$ cat config.mk
export PLATFORM = sky130hd
export DESIGN_NAME = dspwm_timer
export DESIGN_NICKNAME = d
export VERILOG_FILES = /design/src/logic/dspwm_pkg.sv /design/src/logic/dspwm_cnt_if.sv /design/src/logic/dspwm_channel.sv /design/src/logic/dspwm_timer.sv
export SDC_FILE = /design/constraint.sdc
export NUM_CORES = 1
export LEC_CHECK = 0
export ABC_AREA = 1
export BUFFER_PORTS_ARGS = -buffer_cell sky130_fd_sc_hd__buf_2
export CAP_MARGIN = 20
export CELL_PAD_IN_SITES_DETAIL_PLACEMENT = 1
export CELL_PAD_IN_SITES_GLOBAL_PLACEMENT = 2
export CORE_MARGIN = 2
export CORE_UTILIZATION = 27
export DETAILED_ROUTE_END_ITERATION = 7
export PLACE_DENSITY_LB_ADDON = 0.1
export SKIP_CTS_REPAIR_TIMING = 1
export SYNTH_ARGS = -nofsm -noshare
export SYNTH_HDL_FRONTEND = slang
export SYNTH_HIERARCHICAL = 1
export SYNTH_SLANG_ARGS = --single-unit
export TNS_END_PERCENT = 30
$ cat constraint.sdc
create_clock -name clock -period 2.2 [get_ports clock]
set_input_delay 0.22 -clock clock [delete_from_list [all_inputs] [get_ports clock]]
set_output_delay 0.22 -clock clock [all_outputs]
set_load 0.02 [all_outputs]
$ cat src/logic/dspwm_pkg.sv
// Constants and encodings shared by the dual-slope PWM timer
package dspwm_pkg;
   localparam int          CNT_W         = 16;
   localparam int          NUM_CH        = 2;
   localparam int          CH_A          = 0;
   localparam logic [15:0] BOTTOM        = 16'h0000;
   localparam logic [15:0] COUNT_STEP    = 16'h0001;
   localparam logic [15:0] TOP_8BIT      = 16'h00ff;
   localparam logic [15:0] TOP_9BIT      = 16'h01ff;
   localparam logic [15:0] TOP_10BIT     = 16'h03ff;
   localparam logic [15:0] FULL_MASK     = 16'hffff;
   localparam logic [15:0] RESET_VALUE   = 16'h0000;
   localparam logic [3:0]  MODE_PC_8     = 4'h1;
   localparam logic [3:0]  MODE_PC_9     = 4'h2;
   localparam logic [3:0]  MODE_PC_10    = 4'h3;
   localparam logic [3:0]  MODE_PFC_CAP  = 4'h8;
   localparam logic [3:0]  MODE_PFC_CMPA = 4'h9;
   localparam logic [3:0]  MODE_PC_CAP   = 4'ha;
   localparam logic [3:0]  MODE_PC_CMPA  = 4'hb;
   localparam logic [1:0]  OUT_OFF       = 2'h0;
   localparam logic [1:0]  OUT_TOGGLE    = 2'h1;
   localparam logic [1:0]  OUT_NONINV    = 2'h2;
   localparam logic [1:0]  OUT_INV       = 2'h3;
endpackage

$ cat src/logic/dspwm_cnt_if.sv
// Counter state shared from the timer core to its compare channels
`timescale 1ns/1ps
interface dspwm_cnt_if;
   logic        tick;
   logic        dual_active;
   logic [15:0] counter;
   logic        count_up;
   modport core (output tick, output dual_active, output counter, output count_up);
   modport chan (input tick, input dual_active, input counter, input count_up);
endinterface

$ cat src/logic/dspwm_channel.sv
// One compare channel: match detection and waveform register
`timescale 1ns/1ps
module dspwm_channel
   import dspwm_pkg::*;
(
   input  wire logic        clock,
   input  wire logic        rst,
   dspwm_cnt_if.chan        cnt,
   input  wire logic [15:0] compare,
   input  wire logic [1:0]  out_mode,
   input  wire logic        toggle_ok,
   output      logic        match,
   output      logic        wave_q
);
   logic wave_d;
   logic hit;

   assign hit   = cnt.counter == compare;
   assign match = cnt.tick && cnt.dual_active && hit;

   // Direction at the extremes makes compare 0 stay low and compare TOP stay high in non-inverting mode (the reverse when inverting)
   always_comb begin
      wave_d = wave_q;
      if (match) begin
         unique case (out_mode)
            OUT_NONINV: wave_d = !cnt.count_up;
            OUT_INV:    wave_d = cnt.count_up;
            OUT_TOGGLE: wave_d = toggle_ok ? !wave_q : wave_q;
            OUT_OFF:    wave_d = wave_q;
         endcase
      end
   end

   always_ff @(posedge clock) begin
      if (rst) begin
         wave_q <= 1'b0;
      end else begin
         wave_q <= wave_d;
      end
   end
endmodule // dspwm_channel

$ cat src/logic/dspwm_timer.sv
// Dual-slope PWM timer core: counter, TOP select, buffers, flags, pins
`timescale 1ns/1ps
module dspwm_timer
   import dspwm_pkg::*;
(
   input  wire logic        clock,
   input  wire logic        rst,
   input  wire logic        timer_tick,
   input  wire logic [3:0]  waveform_mode_select,
   input  wire logic [1:0]  output_mode_select_a,
   input  wire logic [1:0]  output_mode_select_b,
   input  wire logic        output_pin_direction_a,
   input  wire logic        output_pin_direction_b,
   input  wire logic [15:0] write_data,
   input  wire logic        compare_write_a,
   input  wire logic        compare_write_b,
   input  wire logic        capture_top_write,
   input  wire logic        overflow_flag_clear,
   input  wire logic        capture_flag_clear,
   input  wire logic        compare_flag_clear_a,
   input  wire logic        compare_flag_clear_b,
   output      logic [15:0] counter_value,
   output      logic        count_down,
   output      logic [15:0] compare_value_a,
   output      logic [15:0] compare_value_b,
   output      logic [15:0] capture_top_register,
   output      logic        overflow_flag,
   output      logic        capture_flag,
   output      logic        compare_flag_a,
   output      logic        compare_flag_b,
   output      logic        compare_output_a,
   output      logic        compare_output_b,
   output      logic        compare_output_a_oe,
   output      logic        compare_output_b_oe
);
   dspwm_cnt_if cnt_bus ();

   logic [15:0] counter_q;
   logic [15:0] counter_d;
   logic        down_q;
   logic        down_d;
   logic [15:0] capture_top_q;
   logic [15:0] capture_top_d;
   logic        overflow_q;
   logic        overflow_d;
   logic        capture_flag_q;
   logic        capture_flag_d;

   logic [NUM_CH-1:0][15:0] buffer_q;
   logic [NUM_CH-1:0][15:0] buffer_d;
   logic [NUM_CH-1:0][15:0] active_q;
   logic [NUM_CH-1:0][15:0] active_d;
   logic [NUM_CH-1:0]       cmp_flag_q;
   logic [NUM_CH-1:0]       cmp_flag_d;
   logic [NUM_CH-1:0]       oe_q;
   logic [NUM_CH-1:0]       oe_d;
   logic [NUM_CH-1:0]       wave;
   logic [NUM_CH-1:0]       match;
   logic [NUM_CH-1:0]       cmp_write;
   logic [NUM_CH-1:0]       cmp_clear;
   logic [NUM_CH-1:0][1:0]  out_mode;
   logic [NUM_CH-1:0]       pin_dir;
   logic [NUM_CH-1:0]       toggle_ok;
   logic [NUM_CH-1:0]       connected;

   // Mode decode
   wire mode_pc_fixed8  = waveform_mode_select == MODE_PC_8;
   wire mode_pc_fixed9  = waveform_mode_select == MODE_PC_9;
   wire mode_pc_fixed10 = waveform_mode_select == MODE_PC_10;
   wire mode_pc_cap     = waveform_mode_select == MODE_PC_CAP;
   wire mode_pc_cmpa    = waveform_mode_select == MODE_PC_CMPA;
   wire mode_pfc_cap    = waveform_mode_select == MODE_PFC_CAP;
   wire mode_pfc_cmpa   = waveform_mode_select == MODE_PFC_CMPA;

   wire fixed_top  = mode_pc_fixed8 || mode_pc_fixed9 || mode_pc_fixed10;
   wire phase_corr = fixed_top || mode_pc_cap || mode_pc_cmpa;
   wire freq_corr  = mode_pfc_cap || mode_pfc_cmpa;
   wire dual_slope = phase_corr || freq_corr;
   wire top_is_cap = mode_pc_cap || mode_pfc_cap;
   wire top_is_a   = mode_pc_cmpa || mode_pfc_cmpa;

   // TOP select; compare A as TOP is its active copy, so a new TOP takes effect at update
   wire [15:0] top_value =
      mode_pc_fixed8  ? TOP_8BIT :
      mode_pc_fixed9  ? TOP_9BIT :
      mode_pc_fixed10 ? TOP_10BIT :
      top_is_cap      ? capture_top_q :
      top_is_a        ? active_q[CH_A] :
                        FULL_MASK;

   // Writes to compare registers are masked to the fixed resolution
   wire [15:0] write_mask =
      mode_pc_fixed8  ? TOP_8BIT :
      mode_pc_fixed9  ? TOP_9BIT :
      mode_pc_fixed10 ? TOP_10BIT :
                        FULL_MASK;
   wire [15:0] masked_data = write_data & write_mask;

   wire step     = timer_tick && dual_slope;
   wire at_top   = counter_q == top_value;
   wire at_bottom = counter_q == BOTTOM;
   wire top_tick = step && at_top;
   wire bot_tick = step && at_bottom;

   // Update point: TOP for phase correct, BOTTOM for frequency correct
   wire load_pc  = top_tick && phase_corr;
   wire load_pfc = bot_tick && freq_corr;
   wire load_buf = load_pc || load_pfc;

   // Effective slope at the extremes
   wire count_up = at_bottom ? 1'b1 : (at_top ? 1'b0 : !down_q);

   assign cnt_bus.tick        = timer_tick;
   assign cnt_bus.dual_active = dual_slope;
   assign cnt_bus.counter     = counter_q;
   assign cnt_bus.count_up    = count_up;

   // Counter and direction
   always_comb begin
      counter_d = counter_q;
      down_d    = down_q;
      if (!dual_slope) begin
         down_d = 1'b0;
      end else if (timer_tick) begin
         if (down_q) begin
            if (at_bottom) begin
               down_d    = 1'b0;
               counter_d = counter_q + COUNT_STEP;
            end else begin
               counter_d = counter_q - COUNT_STEP;
            end
         end else if (at_top) begin
            down_d    = 1'b1;
            counter_d = counter_q - COUNT_STEP;
         end else begin
            // A TOP lowered under the count is missed; the count runs on and wraps
            counter_d = counter_q + COUNT_STEP;
         end
      end
   end

   always_ff @(posedge clock) begin
      if (rst) begin
         counter_q <= RESET_VALUE;
         down_q    <= 1'b0;
      end else begin
         counter_q <= counter_d;
         down_q    <= down_d;
      end
   end

   // Capture register used as TOP is not double buffered
   assign capture_top_d = capture_top_write ? write_data : capture_top_q;

   always_ff @(posedge clock) begin
      if (rst) begin
         capture_top_q <= RESET_VALUE;
      end else begin
         capture_top_q <= capture_top_d;
      end
   end

   // Per-channel control grouping
   assign cmp_write = {compare_write_b, compare_write_a};
   assign cmp_clear = {compare_flag_clear_b, compare_flag_clear_a};
   assign out_mode  = {output_mode_select_b, output_mode_select_a};
   assign pin_dir   = {output_pin_direction_b, output_pin_direction_a};

   genvar ch;
   generate
      for (ch = 0; ch < NUM_CH; ch++) begin : g_ch
         // Toggle only on channel A with compare A as TOP
         assign toggle_ok[ch] = (ch == CH_A) && top_is_a;

         assign connected[ch] =
            (out_mode[ch] == OUT_NONINV) || (out_mode[ch] == OUT_INV) ||
            ((out_mode[ch] == OUT_TOGGLE) && toggle_ok[ch]);

         // A write lands in the buffer; outside dual-slope modes it applies at once
         assign buffer_d[ch] = cmp_write[ch] ? masked_data : buffer_q[ch];
         assign active_d[ch] =
            !dual_slope ? buffer_d[ch] :
            load_buf    ? buffer_q[ch] :
                          active_q[ch];

         // Set beats clear in the same cycle; compare A as TOP flags at TOP
         assign cmp_flag_d[ch] =
            match[ch] || ((ch == CH_A) && top_tick && top_is_a) ||
            (cmp_flag_q[ch] && !cmp_clear[ch]);

         assign oe_d[ch] = connected[ch] && pin_dir[ch];

         always_ff @(posedge clock) begin
            if (rst) begin
               buffer_q[ch]   <= RESET_VALUE;
               active_q[ch]   <= RESET_VALUE;
               cmp_flag_q[ch] <= 1'b0;
               oe_q[ch]       <= 1'b0;
            end else begin
               buffer_q[ch]   <= buffer_d[ch];
               active_q[ch]   <= active_d[ch];
               cmp_flag_q[ch] <= cmp_flag_d[ch];
               oe_q[ch]       <= oe_d[ch];
            end
         end

         dspwm_channel u_dspwm_channel (
            .clock     (clock),
            .rst       (rst),
            .cnt       (cnt_bus.chan),
            .compare   (active_q[ch]),
            .out_mode  (out_mode[ch]),
            .toggle_ok (toggle_ok[ch]),
            .match     (match[ch]),
            .wave_q    (wave[ch])
         );
      end
   endgenerate

   // Overflow at BOTTOM in both dual-slope modes, same cycle as the PFC update
   assign overflow_d = bot_tick || (overflow_q && !overflow_flag_clear);

   // Capture flag marks TOP when the capture register defines it
   assign capture_flag_d =
      (top_tick && top_is_cap) || (capture_flag_q && !capture_flag_clear);

   always_ff @(posedge clock) begin
      if (rst) begin
         overflow_q     <= 1'b0;
         capture_flag_q <= 1'b0;
      end else begin
         overflow_q     <= overflow_d;
         capture_flag_q <= capture_flag_d;
      end
   end

   // Outputs, all straight from flip-flops
   assign counter_value        = counter_q;
   assign count_down           = down_q;
   assign compare_value_a      = active_q[CH_A];
   assign compare_value_b      = active_q[1];
   assign capture_top_register = capture_top_q;
   assign overflow_flag        = overflow_q;
   assign capture_flag         = capture_flag_q;
   assign compare_flag_a       = cmp_flag_q[CH_A];
   assign compare_flag_b       = cmp_flag_q[1];
   assign compare_output_a     = wave[CH_A];
   assign compare_output_b     = wave[1];
   assign compare_output_a_oe  = oe_q[CH_A];
   assign compare_output_b_oe  = oe_q[1];
endmodule // dspwm_timer

# After elaboration in Yosys (flattened, before gate mapping)
# Cells that the tools add are included.
dict set report word_totals {
  ff_bits 105
  input_bits 36
  output_inout_bits 73
  elab_cells 112
}
dict set report classes {
  addsub 2
  n_eq_ne 18
  muxes 25
  bitwise_logic 4
  reduce_logical 48
}
# operator n
set op_table {}
lappend op_table {{two-way mux 16 bit} 17}
lappend op_table {{equality test 16 bit} 3}
lappend op_table {{logical OR 1 bit} 17}
lappend op_table {{adder 16 x 1 -> 16 bit (second input constant)} 1}
lappend op_table {{AND 16 bit} 1}
lappend op_table {{equality test 4 bit (second input constant)} 4}
lappend op_table {{logical AND 1 bit} 16}
lappend op_table {{logical NOT 16 bit} 1}
lappend op_table {{subtractor 16 x 1 -> 16 bit (second input constant)} 1}
lappend op_table {{equality test 2 bit (second input constant)} 4}
lappend op_table {{equality test 4 x 2 -> 1 bit (second input constant)} 2}
lappend op_table {{logical NOT 1 bit} 7}
lappend op_table {{two-way mux 1 bit} 6}
lappend op_table {{equality test 2 x 1 -> 1 bit (second input constant)} 2}
lappend op_table {{equality test 4 x 1 -> 1 bit (second input constant)} 1}
lappend op_table {{logical NOT 2 bit} 2}
lappend op_table {{AND reduction 2 bit} 2}
lappend op_table {{OR reduction 2 bit} 2}
lappend op_table {{NOT 1 bit} 3}
lappend op_table {{case mux 1 bit (3 select lines)} 1}
lappend op_table {{AND reduction 3 bit} 1}
lappend op_table {{!= test 2 x 1 -> 1 bit (second input constant)} 1}
lappend op_table {{!= test 2 bit (second input constant)} 1}
lappend op_table {{case mux 1 bit (2 select lines)} 1}

# Longest topological paths before layout
dict set report logic_depth {
  ltp_word 13
  mapped_depth 19
  ltp_nobuf 17
}

# Cells and area by module
# Netlist, hierarchy kept.
# module n_inst cells_each area_each_um2 seq_area_each_um2
set by_module_without_submodules {}
lappend by_module_without_submodules {dspwm_timer 1 982 6164.7 2062.0}
lappend by_module_without_submodules {dspwm_channel 2 108 473.0 20.0}

# Worst setup path after synthesis
# No wires, ideal clock.
dict set report synth_timing {
  path_type {reg2reg}
  start {reg counter_q[5] (netlist: counter_value[5])}
  end {reg g_ch[0].u_dspwm_channel.wave_q}
  setup_time_ps 113
  t_arrival_ps 2140
  required_ps 2087
  setup_slack_ps -53
  path_stages_with_launch 16
  path_buffers 2
  synth_period_minus_slack_ps 2253
  path_cell_list {dfxtp_1 > clkbuf_1 > inv_1 > nand3_1 > nand2_1 > nor2_1 > nand2_1 > nor2_1 > nand3_1 > nand2_1 > buf_2 > nand2_1 > nand3_1 > o211ai_1 > nor2_1 > nor2_1}
}
dict set report synth_via {
  elab_chain_len 5
  word_cells_on_any_way 9
  classes_between {eq/ne: 2; mux: 3; reduce/logical: 4}
}
# item line
set synth_rtl {}
lappend synth_rtl {{start: declaration} dspwm_timer.sv:38} ;# logic [15:0] counter_q;
lappend synth_rtl {{start signal: assignment} dspwm_timer.sv:147} ;# counter_q <= counter_d;
lappend synth_rtl {{equality test 16 bit} dspwm_timer.sv:100} ;# wire at_top = counter_q == top_value;
lappend synth_rtl {{two-way mux 1 bit} dspwm_timer.sv:111} ;# wire count_up = at_bottom ? 1'b1 : (at_top ? 1'b0 : !down_q);
lappend synth_rtl {{two-way mux 1 bit *} dspwm_timer.sv:111}
lappend synth_rtl {{net cnt_bus.count_up} dspwm_cnt_if.sv:7} ;# logic count_up;
lappend synth_rtl {{logical NOT 1 bit} dspwm_channel.sv:26} ;# OUT_NONINV: wave_d = !cnt.count_up;
lappend synth_rtl {{case mux 1 bit (3 select lines) *} dspwm_channel.sv:25} ;# unique case (out_mode)
lappend synth_rtl {{end signal: assignment} dspwm_channel.sv:38} ;# wave_q <= wave_d;
lappend synth_rtl {{end: declaration} dspwm_channel.sv:13} ;# output logic wave_q
# The timed path passes the listed nets; every way through them passes the cells marked *.
# A chain may end at the register's enable or synchronous reset.

# Final worst setup path
dict set report layout_timing {
  start {reg counter_q[8] (netlist: counter_value[8])}
  end {reg active_q, in the netlist compare_value_b[8]}
}
dict set report layout_via {
  elab_chain_len 5
  word_cells_on_any_way 8
  classes_between {eq/ne: 2; reduce/logical: 6}
}
# item line
set layout_rtl {}
lappend layout_rtl {{equality test 16 bit or logical NOT 16 bit (tied branches)} {dspwm_timer.sv:100, dspwm_timer.sv:101}}
lappend layout_rtl {{logical AND 1 bit (on tied branches)} {dspwm_timer.sv:102, dspwm_timer.sv:103}}
lappend layout_rtl {{logical AND 1 bit (on tied branches)} {dspwm_timer.sv:106, dspwm_timer.sv:107}}
lappend layout_rtl {{logical OR 1 bit *} dspwm_timer.sv:108} ;# wire load_buf = load_pc || load_pfc;
lappend layout_rtl {{!= test 2 bit (no source line) *} n/a}
lappend layout_rtl {{end signal: indexed assignment} dspwm_timer.sv:201} ;# active_q[ch] <= active_d[ch];
lappend layout_rtl {{end: declaration} dspwm_timer.sv:51} ;# logic [NUM_CH-1:0][15:0] active_q;
# Every way passes the cells marked *; elsewhere a longest branch is shown, timed or not.

==> results.md <==
* Status: complete, no violations
* WL final at 31,200 µm
* Seq pwr share at between 30% and 40%
* RSZ-0062 raised after global routing: yes
* Cell Area, Synth at roughly 0.007 mm²
* Hold Path Cell Cnt at 3
* DR vias/cell at between 4 and 5
* Placed inst area at between 0.008 and 0.009 mm²
* Synth Register Bits at around 110
* Routed Antenna Nets at 0
* Critical Path Max Stage Delay at roughly 0.34 ns
* Pre-CTS setup slack at -0.229 ns
* Final std cells w/o fill at 1,712
* Switching pwr at between 2 and 2.5 mW
* Syn avg cell area at about 5.9 µm²
* Placer's final routability congestion estimate at ~0.85
* H-tree depth at 3
* Worst reg2reg path endpoint: compare_value_b[8]$_SDFFE_PP0P_
* Worst-skew pair later-pin latency at between 0.3 and 0.4 ns
* Die width at 166 µm
* Yosys top cell area share at 29.6%
* R2R Setup Slk at 0.1 ns
* Hold_sp: output_pin_direction_b
* Detailed-route via count at 8,037
* Synth Net Count at 1,237
* Fin Hold WS at around 0.077 ns
* Crit path cell chain: inv_2 -> nand2_4 -> nor2_4 -> nand3_2 -> nor4_4 -> nand2_2 -> nor3_4 -> nor2_4 -> nand2_4 -> buf_12 -> buf_8 -> nand2_1 -> nand2_1 -> nor2_1
* Clock Path Buffers at 2
* Die height at 166 µm
* Final instance area at between 0.009 and 0.01 mm²
* Maxcap violations at 0
* Top cells by count, synth: 326 x nand2_1, 161 x inv_1, 151 x nor2_1, 131 x nand3_1, 105 x dfxtp_1
* Detailed Place HPWL at 24,500 µm
* CTS Buf Count at 9
* CTS tree: done
* Synth cell types at 36
* Static Leakage at 4.58 nW
* WL/cell at ~18 µm
* Number of diodes at 0
* Clk Tree Root Cell: clkbuf_16
* WHS Endpoint: compare_output_b_oe$_SDFF_PP0_
* Synth async-reset ratio at 0%
* Nets at approximately 1,400
* CP required at roughly 2.5 ns
* Layout cells sized above 1 at 21.3%
* Reg2reg start: counter_value[8]$_SDFFE_PP0P_
* Worst Tran Pin Value at between 0.7 and 0.8 ns
* Critical path capture point type: register
* Area of the core at roughly 0.026 mm²
* R2R cell count at 14
* Yosys warnings at 6
* Sequential area share after synthesis at about 30%
* Post-synth top area cell: dfxtp_1
* Iteration-0 DRC count of the detailed router at 447
* Top-count cell post-synth: nand2_1
* Slew HR at 52.3%
* Kind of critical path: reg2reg
* Tcrit/Tclk final at between 90 and 100%
* Die area at 0.0276 mm²
* Starting Density at a little over a quarter
* VDD IR max at between 300 and 400 µV
* Clk sinks at 105
* DRC viols at 0
* Max Clock Freq at around 480 MHz
* IO Count at 109
* Crit path max fanout at 9
* Final slew viol count at 0
* Worst Setup Slack, final at 0.0950 ns
* Power density cells at around 640 mW/mm²
* Worst Hold Class: in2reg
* Sw frac at approximately two fifths
* Skew final at between 0.015 and 0.02 ns
* Antenna violations before repair at 2
* Total global routing overflow at 0
* Largest net degree at the start of global routing at between 50 and 60
* Ranking of synthesized cells by area: dfxtp_1 30%, nand2_1 17%, nand3_1 9.2%
* Reg clk slew, reported paths at about 0.090 ns
* GRT Resource Usage Total at roughly 22%
* First-pass GRT wire length at between 40,000 and 50,000 µm
* Row cnt at about 60
* Worst path slowest cell: dfxtp_2
* Internal at between 3 and 4 mW
* Vias in the first global route at 7,674
* CP Data Arrival Time at approximately 2.4 ns
* Final hold violations at 0
* First-pass DRT Iterations at 5
* Synthesized instance count at between 1,000 and 1,500
* Placed cell count at 1,684
* Period minus WS final at approximately 2.1 ns
* Post-synth top flop: dfxtp_1
* Post-synth EDFFs at 0
* Clock power share at between 30% and 40%
* Final setup viols at 0
* Setup crit start kind: register
* Comb power frac at between 30% and 40%
* Utilization after layout at between 30% and 40%
* Area grow syn2layout at 28.3%
* # port buffers at about 110
==> placed cells by master, fill, tap and decap left out, drive strengths merged <==
cell	synthesis	layout
or2	2	2
clkinvlp	0	3
buf	26	220
clkbuf	31	9
conb	1	1
xnor2	6	6
nand3	132	132
inv	162	163
nor2	177	177
clkinv	3	6
nand3b	4	4
nor3	6	6
o211ai	3	3
nor3b	2	2
ha	3	3
o21ai	96	96
a21oi	50	50
xor2	25	25
nand2	327	327
nor4	3	3
dfxtp	105	105
a211oi	1	1
nand4	33	33
==> how the worst max path moves through the flow <==
| stage | start | end | cells after the start |
|---|---|---|---|
| after global routing | counter_value[8]$_SDFFE_PP0P_ | compare_value_b[12]$_SDFFE_PP0P_ | 14 |
| after CTS | counter_value[0]$_SDFFE_PP0P_ | compare_value_b[1]$_SDFFE_PP0P_ | 12 |
| after global placement | waveform_mode_select[2] | compare_value_b[14]$_SDFFE_PP0P_ | 17 |
| after detailed placement | waveform_mode_select[2] | compare_value_b[1]$_SDFFE_PP0P_ | 17 |
| after floorplan | counter_value[7]$_SDFFE_PP0P_ | compare_value_a[5]$_SDFFE_PP0P_ | 15 |
| final | counter_value[8]$_SDFFE_PP0P_ | compare_value_b[8]$_SDFFE_PP0P_ | 14 |
==> registers in the layout, indices dropped and copies added (netlist names) <==
| name | cells |
|---|---|
| counter_value | 16 |
| buffer_q | 32 |
| compare_value_b | 16 |
| g_ch.u_dspwm_channel/wave_q | 2 |
| count_down | 1 |
| capture_top_register | 16 |
| compare_output_a_oe | 1 |
| capture_flag | 1 |
| compare_flag_a | 1 |
| compare_flag_b | 1 |
| overflow_flag | 1 |
| compare_value_a | 16 |
| compare_output_b_oe | 1 |
==> per-layer routing <==
layer  track usage (%)  vias up  wire length, µm
li1                  -     4128                -
met1              32.5     3733            15900
met2              35.3      159            13900
met3              2.72       17              991
met4              4.27        0              408
met5                 0        -                0
==> per-stage QoR <==
stage	total power, mW	TNS [ns]
3_3_place_gp	4.05	-5.43
6_report	5.83	0
3_5_place_dp	4.07	-6.58
4_1_cts	5.85	-1.74
2_1_floorplan	3.32	0
5_1_grt	6.20	-0.613
==> logic make-up (layout without fill, tap and decap cells) <==
| group | after synthesis | in the layout | synth area share [%] |
|---|---|---|---|
| AOI/OAI and AO/OA | 150 | 150 | 10.9 |
| xor gates and xnor gates | 31 | 31 | 3.82 |
| adders and majority gates | 3 | 3 | 0.528 |
| buffers and inverters | 222 | 401 | 13.1 |
| DFF | 105 | 105 | 29.6 |
| other | 1 | 1 | 0.0527 |
| and+or+nand+nor | 686 | 686 | 42.1 |
==> area by class of cell <==
type / instances / area (µm²)
clock buffer: 9 / 225
clock inverter: 7 / 85.1
fill: 3505 / 16900
inverter: 165 / 627
multi-input combinational: 871 / 4140
sequential: 105 / 2110
tap: 335 / 419
timing repair buffer: 220 / 1520
==> power by group through the flow <==
stage | Sequential [mW] | Clock [mW] | Combinational, mW
final | 2.18 | 1.75 | 1.90
after global routing | 2.20 | 1.88 | 2.12
after CTS | 2.18 | 1.82 | 1.85
after detailed placement | 2.23 | 0 | 1.85
after global placement | 2.22 | 0 | 1.83
after floorplan | 2.34 | 0 | 0.982
==> critical path: cells and delay by family, from the launching register on <==
family	cells	cell delay (ns)
buffers and inverters	3	0.35
DFF	1	0.34
and+or+nand+nor	11	1.32
No activity file was read; power rests on OpenSTA's default activity.
